File: config.mk
export PLATFORM = sky130hd
export DESIGN_NAME = ced_top
export DESIGN_NICKNAME = d
export VERILOG_FILES = /design/src/ced_pkg.sv /design/src/ced_top.sv /design/src/ced_sync2.sv /design/src/ced_ovf_wait.sv
export SDC_FILE = /design/constraint.sdc
export NUM_CORES = 1
export LEC_CHECK = 0
export BUFFER_PORTS_ARGS = -buffer_cell sky130_fd_sc_hd__buf_4
export CAP_MARGIN = 40
export CORE_MARGIN = 2
export CORE_UTILIZATION = 47
export DETAILED_ROUTE_END_ITERATION = 10
export GPL_TIMING_DRIVEN = 1
export PLACE_DENSITY_LB_ADDON = 0.05
export RECOVER_POWER = 50
export SLEW_MARGIN = 20
export SYNTH_ARGS = -nofsm -noshare
export SYNTH_HDL_FRONTEND = slang
export SYNTH_HIERARCHICAL = 1
export SYNTH_SLANG_ARGS = --single-unit
File: constraint.sdc
create_clock -name MCLK_I -period 2.81 [get_ports MCLK_I]
set_input_delay 0.4215 -clock MCLK_I [delete_from_list [all_inputs] [get_ports MCLK_I]]
set_output_delay 0.4215 -clock MCLK_I [all_outputs]
set_load 0.02 [all_outputs]
File: src/ced_pkg.sv
package ced_pkg;

  // ==========================================================================
  // Register map (index as printed, byte address is four times the index)
  // ==========================================================================
  localparam logic [11:0] CTRL_IDX      = 12'h097;
  localparam logic [11:0] CTRL_ADDR     = CTRL_IDX << 2;
  localparam logic [11:0] IE_IDX        = 12'h0A8;
  localparam logic [11:0] IE_ADDR       = IE_IDX << 2;
  localparam logic [11:0] STAT_IDX      = 12'h0A9;
  localparam logic [11:0] STAT_ADDR     = STAT_IDX << 2;

  // ==========================================================================
  // Field positions
  // ==========================================================================
  localparam int unsigned IDLE_RUN_BIT  = 5;
  localparam int unsigned FLAG_BIT      = 4;
  localparam int unsigned ON_BIT        = 3;
  localparam int unsigned MODE_MSB      = 2;
  localparam int unsigned MODE_LSB      = 0;
  localparam int unsigned CMP_IE_BIT    = 6;
  localparam int unsigned REJ_IE_BIT    = 0;

  // ==========================================================================
  // Reset values and counts
  // ==========================================================================
  localparam logic [7:0]  CTRL_RST      = 8'h00;
  localparam logic [7:0]  IE_RST        = 8'h00;
  localparam logic [7:0]  STAT_RST      = 8'h00;
  localparam logic [7:0]  IE_USED_MASK  = 8'h41;
  localparam logic [1:0]  OVF_NEEDED    = 2'h2;

  // ==========================================================================
  // Types
  // ==========================================================================
  typedef enum logic [2:0] {
    MODE_LOW     = 3'h0,
    MODE_RISE    = 3'h1,
    MODE_TOG_DB  = 3'h2,
    MODE_RISE_DB = 3'h3,
    MODE_FALL    = 3'h4,
    MODE_TOG     = 3'h5,
    MODE_FALL_DB = 3'h6,
    MODE_HIGH    = 3'h7
  } ced_mode_t;

  typedef enum logic [1:0] {
    ST_IDLE = 2'h1,
    ST_WAIT = 2'h2
  } ced_state_t;

endpackage

File: src/ced_top.sv
`timescale 1ns/10ps
module ced_top
  import ced_pkg::*;
(
  input  wire logic        MCLK_I,
  input  wire logic        SRST_I,
  input  wire logic        CE_I,
  input  wire logic        PSEL_I,
  input  wire logic        PENABLE_I,
  input  wire logic        PWRITE_I,
  input  wire logic [11:0] PADDR_I,
  input  wire logic [31:0] PWDATA_I,
  output logic      [31:0] PRDATA_O,
  output logic             PREADY_O,
  output logic             PSLVERR_O,
  input  wire logic        CMP_RAW_I,
  input  wire logic        T1_OVF_I,
  input  wire logic        IDLE_I,
  input  wire logic        PDOWN_I,
  output logic             CMP_OUT_O,
  output logic             IRQ_O,
  output logic             WAKE_O
);

  // ==========================================================================
  // Register state
  // ==========================================================================
  ced_mode_t  mode_ff;
  logic       on_ff;
  logic       idle_run_ff;
  logic       flag_ff;
  logic [7:0] ie_ff;
  logic [7:0] stat_ff;
  logic       pready_ff;
  logic       pslverr_ff;
  logic [31:0] prdata_ff;

  // ==========================================================================
  // APB slave: one wait state, answer in the second access cycle
  // ==========================================================================
  logic acc;
  logic commit;
  logic wr;
  logic rd;
  logic sel_ctrl;
  logic sel_ie;
  logic sel_stat;
  logic mapped;
  logic [31:0] nxt_prdata;

  assign acc      = PSEL_I & PENABLE_I & ~pready_ff;
  assign commit   = PSEL_I & PENABLE_I & pready_ff;
  assign wr       = commit & PWRITE_I;
  assign rd       = commit & ~PWRITE_I;
  assign sel_ctrl = (PADDR_I == CTRL_ADDR);
  assign sel_ie   = (PADDR_I == IE_ADDR);
  assign sel_stat = (PADDR_I == STAT_ADDR);
  assign mapped   = sel_ctrl | sel_ie | sel_stat;

  always_comb begin
    nxt_prdata = 32'h0000_0000;
    if (sel_ctrl) begin
      nxt_prdata[IDLE_RUN_BIT]      = idle_run_ff;
      nxt_prdata[FLAG_BIT]          = flag_ff;
      nxt_prdata[ON_BIT]            = on_ff;
      nxt_prdata[MODE_MSB:MODE_LSB] = mode_ff;
    end else if (sel_ie) begin
      nxt_prdata[7:0] = ie_ff;
    end else if (sel_stat) begin
      nxt_prdata[7:0] = stat_ff;
    end
  end

  always_ff @(posedge MCLK_I) begin
    if (SRST_I) begin
      pready_ff  <= 1'b0;
      pslverr_ff <= 1'b0;
      prdata_ff  <= 32'h0000_0000;
    end else if (CE_I) begin
      pready_ff  <= acc;
      pslverr_ff <= acc & ~mapped;
      if (acc) begin
        prdata_ff <= PWRITE_I ? 32'h0000_0000 : nxt_prdata;
      end
    end
  end

  assign PREADY_O  = pready_ff;
  assign PSLVERR_O = pslverr_ff;
  assign PRDATA_O  = prdata_ff;

  // ==========================================================================
  // Comparator sampling and gating
  // ==========================================================================
  logic cmp_sync;
  logic active;
  logic cmp_eff;
  logic prev_ff;
  logic rise;
  logic fall;

  // Analog front end resolves positive > negative to a one; async, so synced
  ced_sync2 #(
    .W (1)
  ) u_cmp_sync (
    .clk_i  (MCLK_I),
    .srst_i (SRST_I),
    .ce_i   (CE_I),
    .d_i    (CMP_RAW_I),
    .q_o    (cmp_sync)
  );

  assign active  = on_ff & ~PDOWN_I & (~IDLE_I | idle_run_ff);
  assign cmp_eff = cmp_sync & active;

  always_ff @(posedge MCLK_I) begin
    if (SRST_I) begin
      prev_ff <= 1'b0;
    end else if (CE_I) begin
      prev_ff <= cmp_eff;
    end
  end

  assign rise = cmp_eff & ~prev_ff;
  assign fall = ~cmp_eff & prev_ff;

  // ==========================================================================
  // Mode decode
  // ==========================================================================
  logic plain_hit;
  logic db_start;
  logic is_db;

  always_comb begin
    plain_hit = 1'b0;
    db_start  = 1'b0;
    is_db     = 1'b0;
    unique case (mode_ff)
      MODE_LOW:     plain_hit = ~cmp_eff;
      MODE_RISE:    plain_hit = rise;
      MODE_TOG_DB:  begin
        is_db    = 1'b1;
        db_start = rise | fall;
      end
      MODE_RISE_DB: begin
        is_db    = 1'b1;
        db_start = rise;
      end
      MODE_FALL:    plain_hit = fall;
      MODE_TOG:     plain_hit = rise | fall;
      MODE_FALL_DB: begin
        is_db    = 1'b1;
        db_start = fall;
      end
      MODE_HIGH:    plain_hit = cmp_eff;
    endcase
  end

  // ==========================================================================
  // Debounce sequencer
  // ==========================================================================
  ced_state_t state_ff;
  ced_state_t nxt_state;
  logic       expect_ff;
  logic       ovf_done;
  logic       start_wait;
  logic       db_ok;
  logic       db_rej;

  // Overflow period itself is software's to tune; only the count lives here
  ced_ovf_wait u_ovf_wait (
    .clk_i   (MCLK_I),
    .srst_i  (SRST_I),
    .ce_i    (CE_I),
    .start_i (start_wait),
    .ovf_i   (T1_OVF_I),
    .done_o  (ovf_done)
  );

  always_comb begin
    nxt_state  = state_ff;
    start_wait = 1'b0;
    db_ok      = 1'b0;
    db_rej     = 1'b0;
    unique case (state_ff)
      ST_IDLE: begin
        if (active && db_start) begin
          nxt_state  = ST_WAIT;
          start_wait = 1'b1;
        end
      end
      ST_WAIT: begin
        // Disabling or leaving a debounced mode drops the pending event
        if (!active || !is_db) begin
          nxt_state = ST_IDLE;
        end else if (ovf_done) begin
          nxt_state = ST_IDLE;
          db_ok     = (cmp_eff == expect_ff);
          db_rej    = (cmp_eff != expect_ff);
        end
      end
      default: nxt_state = ST_IDLE;
    endcase
  end

  always_ff @(posedge MCLK_I) begin
    if (SRST_I) begin
      state_ff  <= ST_IDLE;
      expect_ff <= 1'b0;
    end else if (CE_I) begin
      state_ff <= nxt_state;
      // Expected level captured once; later edges never restart the wait
      if (start_wait) begin
        expect_ff <= cmp_eff;
      end
    end
  end

  // ==========================================================================
  // Control register and flag
  // ==========================================================================
  logic ev_set;

  assign ev_set = (active & plain_hit) | db_ok;

  always_ff @(posedge MCLK_I) begin
    if (SRST_I) begin
      mode_ff     <= ced_mode_t'(CTRL_RST[MODE_MSB:MODE_LSB]);
      on_ff       <= CTRL_RST[ON_BIT];
      idle_run_ff <= CTRL_RST[IDLE_RUN_BIT];
    end else if (CE_I && wr && sel_ctrl) begin
      mode_ff     <= ced_mode_t'(PWDATA_I[MODE_MSB:MODE_LSB]);
      on_ff       <= PWDATA_I[ON_BIT];
      idle_run_ff <= PWDATA_I[IDLE_RUN_BIT];
    end
  end

  // Writing zero clears, writing one keeps; an event in the same cycle wins
  always_ff @(posedge MCLK_I) begin
    if (SRST_I) begin
      flag_ff <= CTRL_RST[FLAG_BIT];
    end else if (CE_I) begin
      if (ev_set) begin
        flag_ff <= 1'b1;
      end else if (wr && sel_ctrl && !PWDATA_I[FLAG_BIT]) begin
        flag_ff <= 1'b0;
      end
    end
  end

  // ==========================================================================
  // Interrupt enable, sticky status, interrupt and wake outputs
  // ==========================================================================
  logic [7:0] stat_set;
  logic [7:0] stat_clr;

  always_comb begin
    stat_set             = 8'h00;
    stat_set[CMP_IE_BIT] = ev_set;
    stat_set[REJ_IE_BIT] = db_rej;
  end

  // Read clears only the bits the master actually saw
  assign stat_clr = (rd && sel_stat) ? prdata_ff[7:0] : 8'h00;

  always_ff @(posedge MCLK_I) begin
    if (SRST_I) begin
      ie_ff   <= IE_RST;
      stat_ff <= STAT_RST;
    end else if (CE_I) begin
      if (wr && sel_ie) begin
        ie_ff <= PWDATA_I[7:0] & IE_USED_MASK;
      end
      stat_ff <= (stat_ff & ~stat_clr) | stat_set;
    end
  end

  always_ff @(posedge MCLK_I) begin
    if (SRST_I) begin
      IRQ_O     <= 1'b0;
      WAKE_O    <= 1'b0;
      CMP_OUT_O <= 1'b0;
    end else if (CE_I) begin
      IRQ_O     <= (flag_ff & ie_ff[CMP_IE_BIT])
                 | (stat_ff[REJ_IE_BIT] & ie_ff[REJ_IE_BIT]);
      WAKE_O    <= ev_set & IDLE_I & idle_run_ff & ie_ff[CMP_IE_BIT];
      CMP_OUT_O <= cmp_eff;
    end
  end
endmodule

File: src/ced_sync2.sv
`timescale 1ns/10ps
module ced_sync2 #(
  parameter int unsigned W = 1
) (
  input  wire logic         clk_i,
  input  wire logic         srst_i,
  input  wire logic         ce_i,
  input  wire logic [W-1:0] d_i,
  output logic      [W-1:0] q_o
);
  logic [W-1:0] meta_ff;

  // First stage feeds only the second stage
  always_ff @(posedge clk_i) begin
    if (srst_i) begin
      meta_ff <= '0;
      q_o     <= '0;
    end else if (ce_i) begin
      meta_ff <= d_i;
      q_o     <= meta_ff;
    end
  end
endmodule

File: src/ced_ovf_wait.sv
`timescale 1ns/10ps
module ced_ovf_wait
  import ced_pkg::*;
(
  input  wire logic clk_i,
  input  wire logic srst_i,
  input  wire logic ce_i,
  input  wire logic start_i,
  input  wire logic ovf_i,
  output logic      done_o
);
  logic [1:0] cnt_ff;

  // Overflow in the start cycle is not counted: the wait is at least one period
  always_ff @(posedge clk_i) begin
    if (srst_i) begin
      cnt_ff <= 2'h0;
    end else if (ce_i) begin
      if (start_i) begin
        cnt_ff <= 2'h0;
      end else if (ovf_i && cnt_ff != OVF_NEEDED) begin
        cnt_ff <= cnt_ff + 2'h1;
      end
    end
  end

  assign done_o = (cnt_ff == OVF_NEEDED);
endmodule

---- Word level (Yosys, flattened, before mapping) ----
Cells that the tools add are included.
storage, ports and cells
  register bits after elaboration ......... 60
  latch bits .............................. 0
  memory bits (writable) .................. 0
  memory bits (read-only) ................. 0
  input bits .............................. 54
  output and inout port bits .............. 37
  logic and storage cells ................. 116
  memories kept ........................... 0
cells by class
  $add $sub $neg .......................... 1
  multipliers ............................. 0
  divide/modulo/power cells ............... 0
  $lt $le $gt $ge ......................... 0
  eq/ne operators ......................... 18
  shift-type cells ........................ 0
  mux-type cells .......................... 25
  bitwise gates (word level) .............. 33
  reduce and logical (&&, ||, !) cells .... 22
operators by type and width
  kind                                                   count
  equality test 12 x 10 -> 1 bit, second input constant  3
  2-to-1 mux 8 bit                                       4
  bitwise AND 1 bit                                      17
  equality test 3 bit, second input constant             4
  2-to-1 mux 2 bit                                       6
  2-to-1 mux 1 bit                                       11
  AND reduction 2 bit                                    5
  bitwise AND 8 bit                                      1
  logical AND 1 bit                                      8
  inverter 8 bit                                         1
  bitwise OR 8 x 7 -> 8 bit                              1
  inverter 1 bit                                         7
  equality test 3 x 2 -> 1 bit, second input constant    2
  2-to-1 mux 6 bit                                       1
  bitwise OR 1 bit                                       6
  one-hot mux 1 bit (5 select lines)                     1
  equality test 2 bit, second input constant             2
  inequality test 2 bit, second input constant           2
  one-hot mux 2 bit (2 select lines)                     1
  nonzero test 2 bit                                     2
  equality test 3 x 1 -> 1 bit, second input constant    1
  logical NOT 1 bit                                      3
  logical NOT 3 bit                                      1
  inequality test 3 bit, second input constant           1
  other kinds (8)                                        8

---- Logic depth before layout (Yosys ltp) ----
Gate-level depths: netlist of run 1.
  depth after elaboration ................. 13
  gate-level depth with buffers ........... 11

---- Hierarchy ----
Netlist of run 1, hierarchy kept.
modules (own cells, without submodules)
  module        times used  cells each  area each (µm²)  seq. area each (µm²)
  ced_top       1           207         1784.2           640.6
  ced_ovf_wait  1           13          120.1            40.0
  ced_sync2     1           6           67.6             40.0

---- Least setup slack after synthesis of run 1 ----
Ideal clock, no wire load.
  path type ............................... input to register
  from .................................... input port IDLE_I
  to ...................................... register u_ovf_wait.cnt_ff[0]
  library setup time ...................... 0.091 ns
  arrival time ............................ 1.887 ns
  required time ........................... 2.719 ns
  slack ................................... 0.832 ns
  stages on the path ...................... 10
  cells stage by stage .................... nand2b_1 > and2_1 > nand2_1 > inv_1 > ha_1 > o21ai_0 > o211a_1 > and4bb_1 > nor2_1 > a311oi_1
on the way
  word-level cells in the longest chain between the ends .. 13
  elaborated cells on any way between the ends .. 15
ends and longest elaborated chain
  element                                 RTL line            RTL
  from (decl)                             ced_top.sv:18       input wire logic IDLE_I,
  inverter 1 bit (*)                      ced_top.sv:113      assign active = on_ff & ~PDOWN_I & (~IDLE_I | idle_run_ff);
  bitwise OR 1 bit (*)                    ced_top.sv:113
  bitwise AND 1 bit (*)                   ced_top.sv:113
  bitwise AND 1 bit (*)                   ced_top.sv:114      assign cmp_eff = cmp_sync & active;
  via cmp_eff                             ced_top.sv:97       logic cmp_eff;
  inverter 1 bit                          ced_top.sv:125      assign fall = ~cmp_eff & prev_ff;
  bitwise AND 1 bit                       ced_top.sv:125
  bitwise OR 1 bit                        ced_top.sv:143      db_start = rise | fall;
  one-hot mux 1 bit (3 select lines) (*)  ced_top.sv:138      unique case (mode_ff)
  logical AND 1 bit (*)                   ced_top.sv:187      if (active && db_start) begin
  2-to-1 mux 1 bit (*)                    ced_top.sv:187
  2-to-1 mux 1 bit (*)                    ced_top.sv:185      unique case (state_ff)
  via start_wait                          ced_top.sv:166      logic start_wait;
  nonzero test 2 bit (no line)            n/a
  AND reduction 2 bit (no line)           n/a
  to (signal assigned)                    ced_ovf_wait.sv:22  cnt_ff <= cnt_ff + 2'h1;
  to (decl)                               ced_ovf_wait.sv:12  logic [1:0] cnt_ff;
Mark *: on every way through the listed nets, which the timed path passes. The rest lies on a longest branch.
A chain may end at the register's enable or synchronous reset.

---- Worst setup path in the final report of run 1 ----
  from .................................... register on_ff
  to ...................................... register u_ovf_wait.cnt_ff[0]
on the way
  word-level cells in the longest chain between the ends .. 12
  elaborated cells on any way between the ends .. 14
ends and longest elaborated chain
  element                                 RTL line        RTL
  from (decl)                             ced_top.sv:29   logic on_ff;
  from (signal assigned)                  ced_top.sv:229  on_ff <= CTRL_RST[ON_BIT];
  from (signal assigned)                  ced_top.sv:233  on_ff <= PWDATA_I[ON_BIT];
  bitwise AND 1 bit (*) (2 in series)     ced_top.sv:113
  bitwise AND 1 bit (*)                   ced_top.sv:114
  via cmp_eff                             ced_top.sv:97
  inverter 1 bit                          ced_top.sv:125
  bitwise AND 1 bit                       ced_top.sv:125
  bitwise OR 1 bit                        ced_top.sv:143
  one-hot mux 1 bit (3 select lines) (*)  ced_top.sv:138
  logical AND 1 bit (*)                   ced_top.sv:187
  2-to-1 mux 1 bit (*)                    ced_top.sv:187
  2-to-1 mux 1 bit (*)                    ced_top.sv:185
  via start_wait                          ced_top.sv:166
  nonzero test 2 bit (no line)            n/a
  AND reduction 2 bit (no line)           n/a
Marked as above.

==> results of run 1 <==
layout by cell type, fill, tap and decap left out, types with 2 or more instances in the layout:
cell type,n
nor2_1,10
a22oi_1,5
o21ai_1,6
o21ai_0,9
conb_1,24
o31ai_1,2
and4b_1,3
nor3_1,3
clkbuf_1,16
buf_4,26
clkbuf_8,6
and4_1,4
a21oi_1,7
dfxtp_1,36
nand2b_1,6
and3_1,7
a21o_1,2
a221oi_1,2
nand3b_1,2
inv_1,8
nor2b_1,7
o32ai_1,2
nand4_1,2
ha_1,3
nand2_1,21
mux2i_1,8
nand3_1,14
state kept, by name (all words and copies together), names as in the netlist, 2 cells and up:
signal / count
state_ff: 2
stat_ff: 8
u_ovf_wait/cnt_ff: 2
PRDATA_O: 8
ie_ff: 2
mode_ff: 3
cells by family after synthesis:
kind of cell	Yosys count	synth area share (%)
AO/OA/AOI/OAI	46	15.7
AND/OR/NAND/NOR	90	27.6
other	1	0.190
adder cells (fa/ha/maj)	3	1.90
flip-flops	36	36.5
buffers and inverters	41	13.5
multiplexers	8	4.06
XOR/XNOR	1	0.444
synthesized netlist by cell type, types with 2 or more instances:
library cell / n
nand2_1: 21
a21oi_1: 7
dfxtp_1: 36
a221oi_1: 2
o31ai_1: 2
buf_4: 26
mux2i_1: 8
nor3_1: 2
o21ai_0: 8
nand3_1: 14
ha_1: 3
clkbuf_1: 3
and4_1: 4
and4b_1: 2
a21o_1: 2
buf_2: 2
inv_1: 8
nor2_1: 10
a22oi_1: 5
nand3b_1: 2
nand2b_1: 6
and2_1: 2
o32ai_1: 2
o21ai_1: 7
nor2b_1: 7
and3_1: 7
nand4_1: 2
cell type report:
| cell class | count | share of cell area [%] |
|---|---|---|
| repair buffers | 41 | 11.6 |
| inverters | 8 | 1.36 |
| flip-flops and latches | 36 | 32.6 |
| well taps | 50 | 2.83 |
| multi-input cells | 172 | 47.5 |
| clock buffers | 8 | 4.08 |
per-layer routing:
metal	GRT usage, %	share of wire [%]	up-vias
li1	-	-	838
met1	28.3	49	777
met2	29.7	43	63
met3	4.06	6.9	8
met4	8.09	1.4	0
met5	0	0	-
stage by stage:
stage	cells	util, %	hold slack (ns)	cell area [sq um]	setup slack, ns
2_1_floorplan	249	-	0.442	2060	0.832
3_3_place_gp	307	54.4	0.458	2190	0.449
3_5_place_dp	307	54.4	0.462	2190	0.460
4_1_cts	315	56.6	0.385	2280	0.612
5_1_grt	315	54.8	0.396	2210	0.321
6_report	315	54.8	0.392	2210	0.530
worst max path at each step:
stage | depth (start not counted) | slack, ns | to
finish | 10 | 0.53 | u_ovf_wait/cnt_ff[0]$_SDFFE_PP0P_
detailed placement | 11 | 0.46 | u_ovf_wait/cnt_ff[0]$_SDFFE_PP0P_
global route | 10 | 0.32 | u_ovf_wait/cnt_ff[0]$_SDFFE_PP0P_
CTS | 10 | 0.61 | u_ovf_wait/cnt_ff[0]$_SDFFE_PP0P_
global placement | 11 | 0.45 | u_ovf_wait/cnt_ff[0]$_SDFFE_PP0P_
floorplan | 10 | 0.83 | u_ovf_wait/cnt_ff[0]$_SDFFE_PP0P_
power by group:
part	internal (mW)	total [mW]	switching [mW]
sequential	0.515	0.519	0.00391
clock	0.200	0.380	0.180
combinational	0.0390	0.107	0.0685
critical path, stage by stage, from the launching register on:
cell      delay [ns]
dfxtp_1         0.37
nor2b_1         0.25
and2_0          0.29
nand2_1         0.11
inv_1           0.10
ha_1            0.25
o21ai_0         0.22
o211a_1         0.21
and4bb_1        0.20
nor2_1          0.09
a311oi_1        0.05
==> impl_metrics.tcl, run 1 <==
set metrics [dict create \
    reg2reg_slack_ns 0.53 \
    maxSlewViolCount 0 \
    viasPerCell 5.35 \
    yosysWarnings 6 \
    grt_pass1_wl_um 6850 \
    rows 23 \
    drtIter0Drc 95 \
    io_buffers 41 \
    avgSynthCellArea_sq_um 8.73 \
    htree_num_levels 2 \
    antenna_found_initial 0 \
    p_per_area_mw_per_mm2 456 \
    end_kind "register" \
    fin_nets 321 \
    cts_tree "done" \
    crit_required_ns 2.95 \
    finalCritPeriodShare_pct 81.2 \
    die_x_um 68.8 \
    rsz0062_at_grt "no" \
    seq_area_sq_um 721 \
    worstSkewPairLatency_ns 0.29 \
    initial_utilization_pct 48.9 \
    final_antenna_net_count 0 \
    outcome "finished, final reports clean" \
    dp_hpwl_um 3330 \
    syn_area_sq_mm 0.00197 \
    fin_crit_ns 2.28 \
    min-delay-start "PWDATA_I[1]" \
    die_area_sq_mm 0.00473 \
    diodes 0 \
    synthTopCellsByArea "dfxtp_1 (37%), buf_4 (9.9%), mux2i_1 (4.1%)" \
    leakage_nw 0.905 \
    power.total_mw 1.01 \
    setup_viol 0 \
    crit_type "register to register" \
    reg2reg_depth 10 \
    multi_input_area_sq_mm 0.00105 \
    hold_violations 0 \
    setup-tns-final_ns 0 \
    holdPathStages 3 \
    max_slew.worst_pin.slew_ns 0.687 \
    yosys.area.top_type "dfxtp_1" \
    finClkSkew_ns 0.00719 \
    clock-sinks 36 \
    first_pass_iters 5 \
    ys.flop_type "dfxtp_1" \
    cts-root-buf "clkbuf_8" \
    synth_seq_cells 36 \
    crit_start "on_ff$_SDFFE_PP0P_" \
    die_y_um 68.8 \
    drc 0 \
    syn_to_final_growth_pct 12.0 \
    grt_pass1_vias 1432 \
    synth_top_area_share_pct 36.5 \
    synth-edff-count 0 \
    max_slew_margin_pct 53.6 \
    yosysSeqAreaShare_pct 36.5 \
    cts_resized 0 \
    gp_congestion 0.827 \
    cts_hold_buffers 0 \
    synth_cells 226 \
    grt_max_degree 23 \
    max_freq_ghz 0.439 \
    wl_um 4510 \
    drive_gt1_share_pct 14.7 \
    async_flop_share_pct 0 \
    wire_per_inst_um 14.3 \
    cp.arrival_ns 2.42 \
    track_usage_pct 20.0 \
    post_cts.repair.setup_buffers 0 \
    vias 1686 \
    worstSetupStartpointType "register" \
    crit_fanout 4 \
    hold_end "mode_ff[1]$_SDFFE_PP0P_" \
    ys_types 53 \
    reg2reg_from "on_ff$_SDFFE_PP0P_" \
    nFillCells 429 \
    pin_count 91 \
    peakVddDrop_uv 206 \
    cts_inserted_buffers 5 \
    clk_path_buf_depth 2 \
    max_cap_violations 0 \
    grt_overflow 0 \
    rr_endpoint "u_ovf_wait/cnt_ff[0]$_SDFFE_PP0P_" \
    hold_class "primary input to register" \
    clkTransAtPathRegs_ns 0.07 \
    core_area_sq_mm 0.00403 \
]
(Power assumes the default switching activity.)
==> run 2: changes to the inputs <==
==> constraint.sdc (replaced) <==
create_clock -name MCLK_I -period 2.1 [get_ports MCLK_I]
set_input_delay 0.315 -clock MCLK_I [delete_from_list [all_inputs] [get_ports MCLK_I]]
set_output_delay 0.315 -clock MCLK_I [all_outputs]
set_load 0.02 [all_outputs]
==> run 2 against run 1 <==
  * Register-to-register slack got worse by 0.37 ns
  * Critical path depth unchanged
  * Worst hold slack got worse by 0.12 ns
  * Cell count increased by 1.9%
  * Power increased by 27%
  * Utilization increased by 1.8 points
  * Count of clock-buffer cells in the layout decreased by 3
  * Sequential power increased by 34%
  * Non-clock buffer count increased by 9
  * Die area unchanged
  * Combinational power increased by 38%
  * Critical endpoint unchanged
==> impl_metrics.tcl, run 2 (synthesized netlist as in run 1, its figures left out) <==
set metrics [dict create \
    clk_path_buf_depth 2 \
    crit_type "register to register" \
    dpl.cell_count 316 \
    syn_to_final_growth_pct 15.6 \
    max_slew.worst_pin.slew_ns 0.654 \
    p_per_area_mw_per_mm2 558 \
    wl_um 4550 \
    initial_utilization_pct 48.9 \
    crit_fanout 3 \
    grt_overflow 0 \
    crit_family "simple AND/OR/NAND/NOR gates" \
    fin_ws_ns 0.162 \
    die_x_um 68.8 \
    gp_congestion 0.844 \
    cts_inserted_buffers 5 \
    vias 1652 \
    hold_violations 0 \
    diodes 0 \
    hold_class "primary input to register" \
    setup_viol 0 \
    crit_buf_inv 1 \
    max_freq_ghz 0.516 \
    end_kind "register" \
    die_y_um 68.8 \
    first_pass_iters 4 \
    cp_slowest_cell "dfxtp_2" \
    crit_required_ns 2.30 \
    cts_tree "done" \
    peakVddDrop_uv 406 \
    cts_hold_buffers 0 \
    fin_crit_ns 1.94 \
    setup-tns-final_ns 0 \
    fin_nets 330 \
    path_cells "nor2b_2 -> and2_4 -> nand2_2 -> inv_2 -> ha_4 -> o21ai_1 -> o211a_1 -> and4bb_1 -> nor2_1 -> a311oi_1" \
    slowest_delay_ns 0.33 \
    cts-root-buf "clkbuf_8" \
    drc 0 \
    worstSkewPairLatency_ns 0.28 \
    maxSlewViolCount 0 \
    dpl_worst_slack_ns 0.0439 \
    core_area_sq_mm 0.00403 \
    rsz0062_at_grt "no" \
    final_antenna_net_count 0 \
    layout.cells.non_filler 321 \
    cp.arrival_ns 2.13 \
    dp_hpwl_um 3410 \
    grt_pass1_vias 1424 \
    clkTransAtPathRegs_ns 0.06 \
    clock-sinks 36 \
    outcome "finished, final reports clean" \
    grt_max_degree 23 \
    leakage_nw 0.944 \
    max_slew_margin_pct 55.8 \
    pin_count 91 \
    io_buffers 41 \
    htree_num_levels 2 \
    die_area_sq_mm 0.00473 \
    drtIter0Drc 90 \
    drive_gt1_share_pct 19.6 \
    reg2reg_slack_ns 0.16 \
    antenna_found_initial 0 \
    track_usage_pct 20.7 \
    rows 23 \
    viasPerCell 5.15 \
    finalCritPeriodShare_pct 92.3 \
    worstSetupStartpointType "register" \
    max_cap_violations 0 \
    finClkSkew_ns 0.00245 \
    grt_pass1_wl_um 7020 \
    wire_per_inst_um 14.2 \
    layout_common_cells "dfxtp_1 (35), buf_4 (35), conb_1 (24)" \
]
==> run 2: worst paths after layout <==
check | startpoint | to | depth (start not counted)
worst max-delay path | on_ff$_SDFFE_PP0P_ | u_ovf_wait/cnt_ff[0]$_SDFFE_PP0P_ | 10
worst min-delay path | CMP_RAW_I | u_cmp_sync/meta_ff$_SDFFE_PP0P_ | 3
worst max register to register | on_ff$_SDFFE_PP0P_ | u_ovf_wait/cnt_ff[0]$_SDFFE_PP0P_ | 10
worst min register to register | PRDATA_O[4]$_SDFFE_PP0P_ | PRDATA_O[4]$_SDFFE_PP0P_ | 2
==> run 2: what timing repair did <==
action,CTS,global route
endpoints found under the setup margin,0,7
endpoints found under the hold margin,0,0
buffers inserted,0,0
resized for setup,0,8
==> run 2: worst min-delay path, cell delays in order <==
cell,delay [ns]
buf_4,0.08
mux2i_1,0.05
nor2_1,0.07
==> run 2: stage by stage <==
stage	total power, mW	cell area (sq um)	utilization, %	hold slack, ns
after floorplan	0.828	2060	-	0.384
after global placement	0.863	2260	56.1	0.458
after detailed placement	0.864	2260	56.1	0.463
after CTS	1.30	2330	57.8	0.267
after global routing	1.33	2280	56.6	0.294
final	1.27	2280	56.6	0.273
==> run 2: layer usage <==
layer  part of all wire (%)  global-route usage [%]  up-vias
met4                    1.4                    7.35        0
met2                     43                    30.4       56
li1                       -                       -      856
met3                    7.4                    5.68        5
met5                      0                       0        -
met1                     48                    28.9      735
==> run 2: power breakdown <==
| part | leakage (nW) | internal (mW) | switching (mW) |
|---|---|---|---|
| clock network | 0.0359 | 0.213 | 0.216 |
| registers | 0.291 | 0.690 | 0.00526 |
| logic | 0.617 | 0.0553 | 0.0932 |
==> run 2: area by class of cell <==
| cell class | instances | area [sq um] |
|---|---|---|
| multi-input cells | 172 | 1080 |
| clock buffers | 5 | 68.8 |
| flip-flops and latches | 36 | 722 |
| well taps | 50 | 62.6 |
| fillers | 419 | 1750 |
| inverters | 8 | 30.0 |
| repair buffers | 50 | 319 |
==> run 3: changes to the inputs <==
--- a/config.mk
+++ b/config.mk
@@ -7,10 +7,12 @@
 export LEC_CHECK = 0
 export BUFFER_PORTS_ARGS = -buffer_cell sky130_fd_sc_hd__buf_4
 export CAP_MARGIN = 40
-export CORE_MARGIN = 2
-export CORE_UTILIZATION = 47
+export CORE_MARGIN = 1.5
+export CORE_UTILIZATION = 48
+export CTS_BUF_LIST = sky130_fd_sc_hd__clkbuf_8
 export DETAILED_ROUTE_END_ITERATION = 10
 export GPL_TIMING_DRIVEN = 1
+export MAX_ROUTING_LAYER = met4
 export PLACE_DENSITY_LB_ADDON = 0.05
 export RECOVER_POWER = 50
 export SLEW_MARGIN = 20
==> run 3 against run 2 <==
  * Highest routed layer unchanged
  * Final area rose by 0.22%
  * Utilization increased by 0.95 points
  * Fmax is 3.0% lower
  * Sequential share of layout area decreased by 0.12 points
  * Via count up 2.4%
  * Register-to-register slack worse by 0.06 ns
  * Global-route usage up 1.3 points
==> impl_metrics.tcl, run 3 (synthesized netlist as in run 1, its figures left out) <==
set metrics [dict create \
    outcome "finished, final reports clean" \
    diodes 0 \
    maxSlewViolCount 0 \
    cts_tree "done" \
    drtIter0Drc 69 \
    syn_to_final_growth_pct 15.9 \
    drive_gt1_share_pct 19.1 \
    wire_per_inst_um 14.0 \
    antenna_found_initial 0 \
    grt_overflow 0 \
    end_kind "register" \
    fin_crit_ns 2.00 \
    drc 0 \
    worstSkewPairLatency_ns 0.29 \
    reg2reg_slack_ns 0.10 \
    layout_common_cells "dfxtp_1 (36), buf_4 (35), conb_1 (24)" \
    cts_hold_buffers 0 \
    finalCritPeriodShare_pct 95.2 \
    p_per_area_mw_per_mm2 568 \
    grt_pass1_vias 1501 \
    crit_start "on_ff$_SDFFE_PP0P_" \
    seq_area_sq_um 721 \
    final_antenna_net_count 0 \
    track_usage_pct 22.0 \
    grt_pass1_wl_um 7170 \
    final_common_cell "dfxtp_1" \
    cts_resized 0 \
    reg2reg_depth 10 \
    crit_required_ns 2.31 \
    max_slew.worst_pin.slew_ns 0.597 \
    postLayoutCoreUtil_pct 57.5 \
    gp_congestion 0.817 \
    fin_nets 329 \
    crit_fanout 3 \
    fin_ws_ns 0.101 \
    die_x_um 67.1 \
    crit_type "register to register" \
    placed_area_sq_mm 0.00225 \
    clk_path_buf_depth 2 \
    post_cts.repair.setup_buffers 0 \
    cts-root-buf "clkbuf_8" \
    grt_max_degree 23 \
    finalInstanceArea_sq_mm 0.00228 \
    initial_utilization_pct 49.7 \
    hold_class "primary input to register" \
    reg2reg_from "on_ff$_SDFFE_PP0P_" \
    nFillCells 388 \
    crit_path_end "u_ovf_wait/cnt_ff[0]$_SDFFE_PP0P_" \
    pin_count 91 \
    vias 1692 \
    max_freq_ghz 0.500 \
    htree_num_levels 2 \
    max_slew_margin_pct 59.7 \
    first_pass_iters 4 \
    hold_violations 0 \
    core_area_sq_mm 0.00397 \
    dpl_worst_slack_ns 0.0140 \
    clkTransAtPathRegs_ns 0.07 \
    setup_viol 0 \
    min-delay-start "CMP_RAW_I" \
    worstSetupStartpointType "register" \
    wl_um 4520 \
    rr_endpoint "u_ovf_wait/cnt_ff[0]$_SDFFE_PP0P_" \
    max_cap_violations 0 \
    multi_input_area_sq_mm 0.00107 \
    finClkSkew_ns 0.00435 \
    clock-sinks 36 \
    die_y_um 67.1 \
    rows 23 \
    layout.cells.non_filler 322 \
    dp_hpwl_um 3280 \
    dpl.cell_count 315 \
    die_area_sq_mm 0.00450 \
    io_buffers 41 \
    cp.arrival_ns 2.20 \
    cts_inserted_buffers 5 \
    viasPerCell 5.25 \
    peakVddDrop_uv 360 \
    leakage_nw 0.955 \
]
[run 3: where the power goes]
part / switching [mW] / leakage, nW / internal (mW) / total (mW)
Combinational: 0.0920 / 0.619 / 0.0549 / 0.147
Sequential: 0.00505 / 0.291 / 0.689 / 0.694
Clock: 0.236 / 0.0452 / 0.220 / 0.456
[run 3: cell type report]
class | count | share of cell area (%)
timing repair buffer | 49 | 14.0
tap | 50 | 2.74
sequential | 36 | 31.5
clock inverter | 2 | 0.383
clock buffer | 5 | 3.01
multi-input combinational | 172 | 47.0
inverter | 8 | 1.31
[run 3: worst max-delay path, stage by stage, from the launching register on]
cell and delay [ns]:
dfxtp_1 0.33, nor2b_2 0.16, and2_1 0.15, nand2_1 0.10, inv_2 0.06, ha_4 0.26
o21ai_1 0.06, o211a_1 0.27, and4bb_1 0.30, nor2_1 0.05, a311oi_1 0.18
[run 3: metrics by stage]
stage	hold slack (ns)	setup TNS, ns	power (mW)
after floorplan	0.384	0	0.828
after global placement	0.456	0	0.860
after detailed placement	0.461	0	0.860
after CTS	0.269	0	1.32
after global routing	0.272	-0.0319	1.36
final	0.275	0	1.30
[run 3: metal layers]
metal,vias to the layer above,part of all wire [%],GRT usage (%)
li1,853,-,-
met1,767,49,30.8
met2,67,43,30.2
met3,5,7.4,6.08
met4,0,1.4,7.65
met5,-,0,-
[run 3: worst min path at each step]
stage | endpoint | cells past startpoint
5_1_grt | u_cmp_sync/meta_ff$_SDFFE_PP0P_ | 3
6_report | u_cmp_sync/meta_ff$_SDFFE_PP0P_ | 3
2_1_floorplan | u_ovf_wait/cnt_ff[1]$_SDFFE_PP0P_ | 1
3_3_place_gp | PRDATA_O[2]$_SDFFE_PP0P_ | 2
3_5_place_dp | PRDATA_O[0]$_SDFFE_PP0P_ | 2
4_1_cts | u_cmp_sync/meta_ff$_SDFFE_PP0P_ | 3
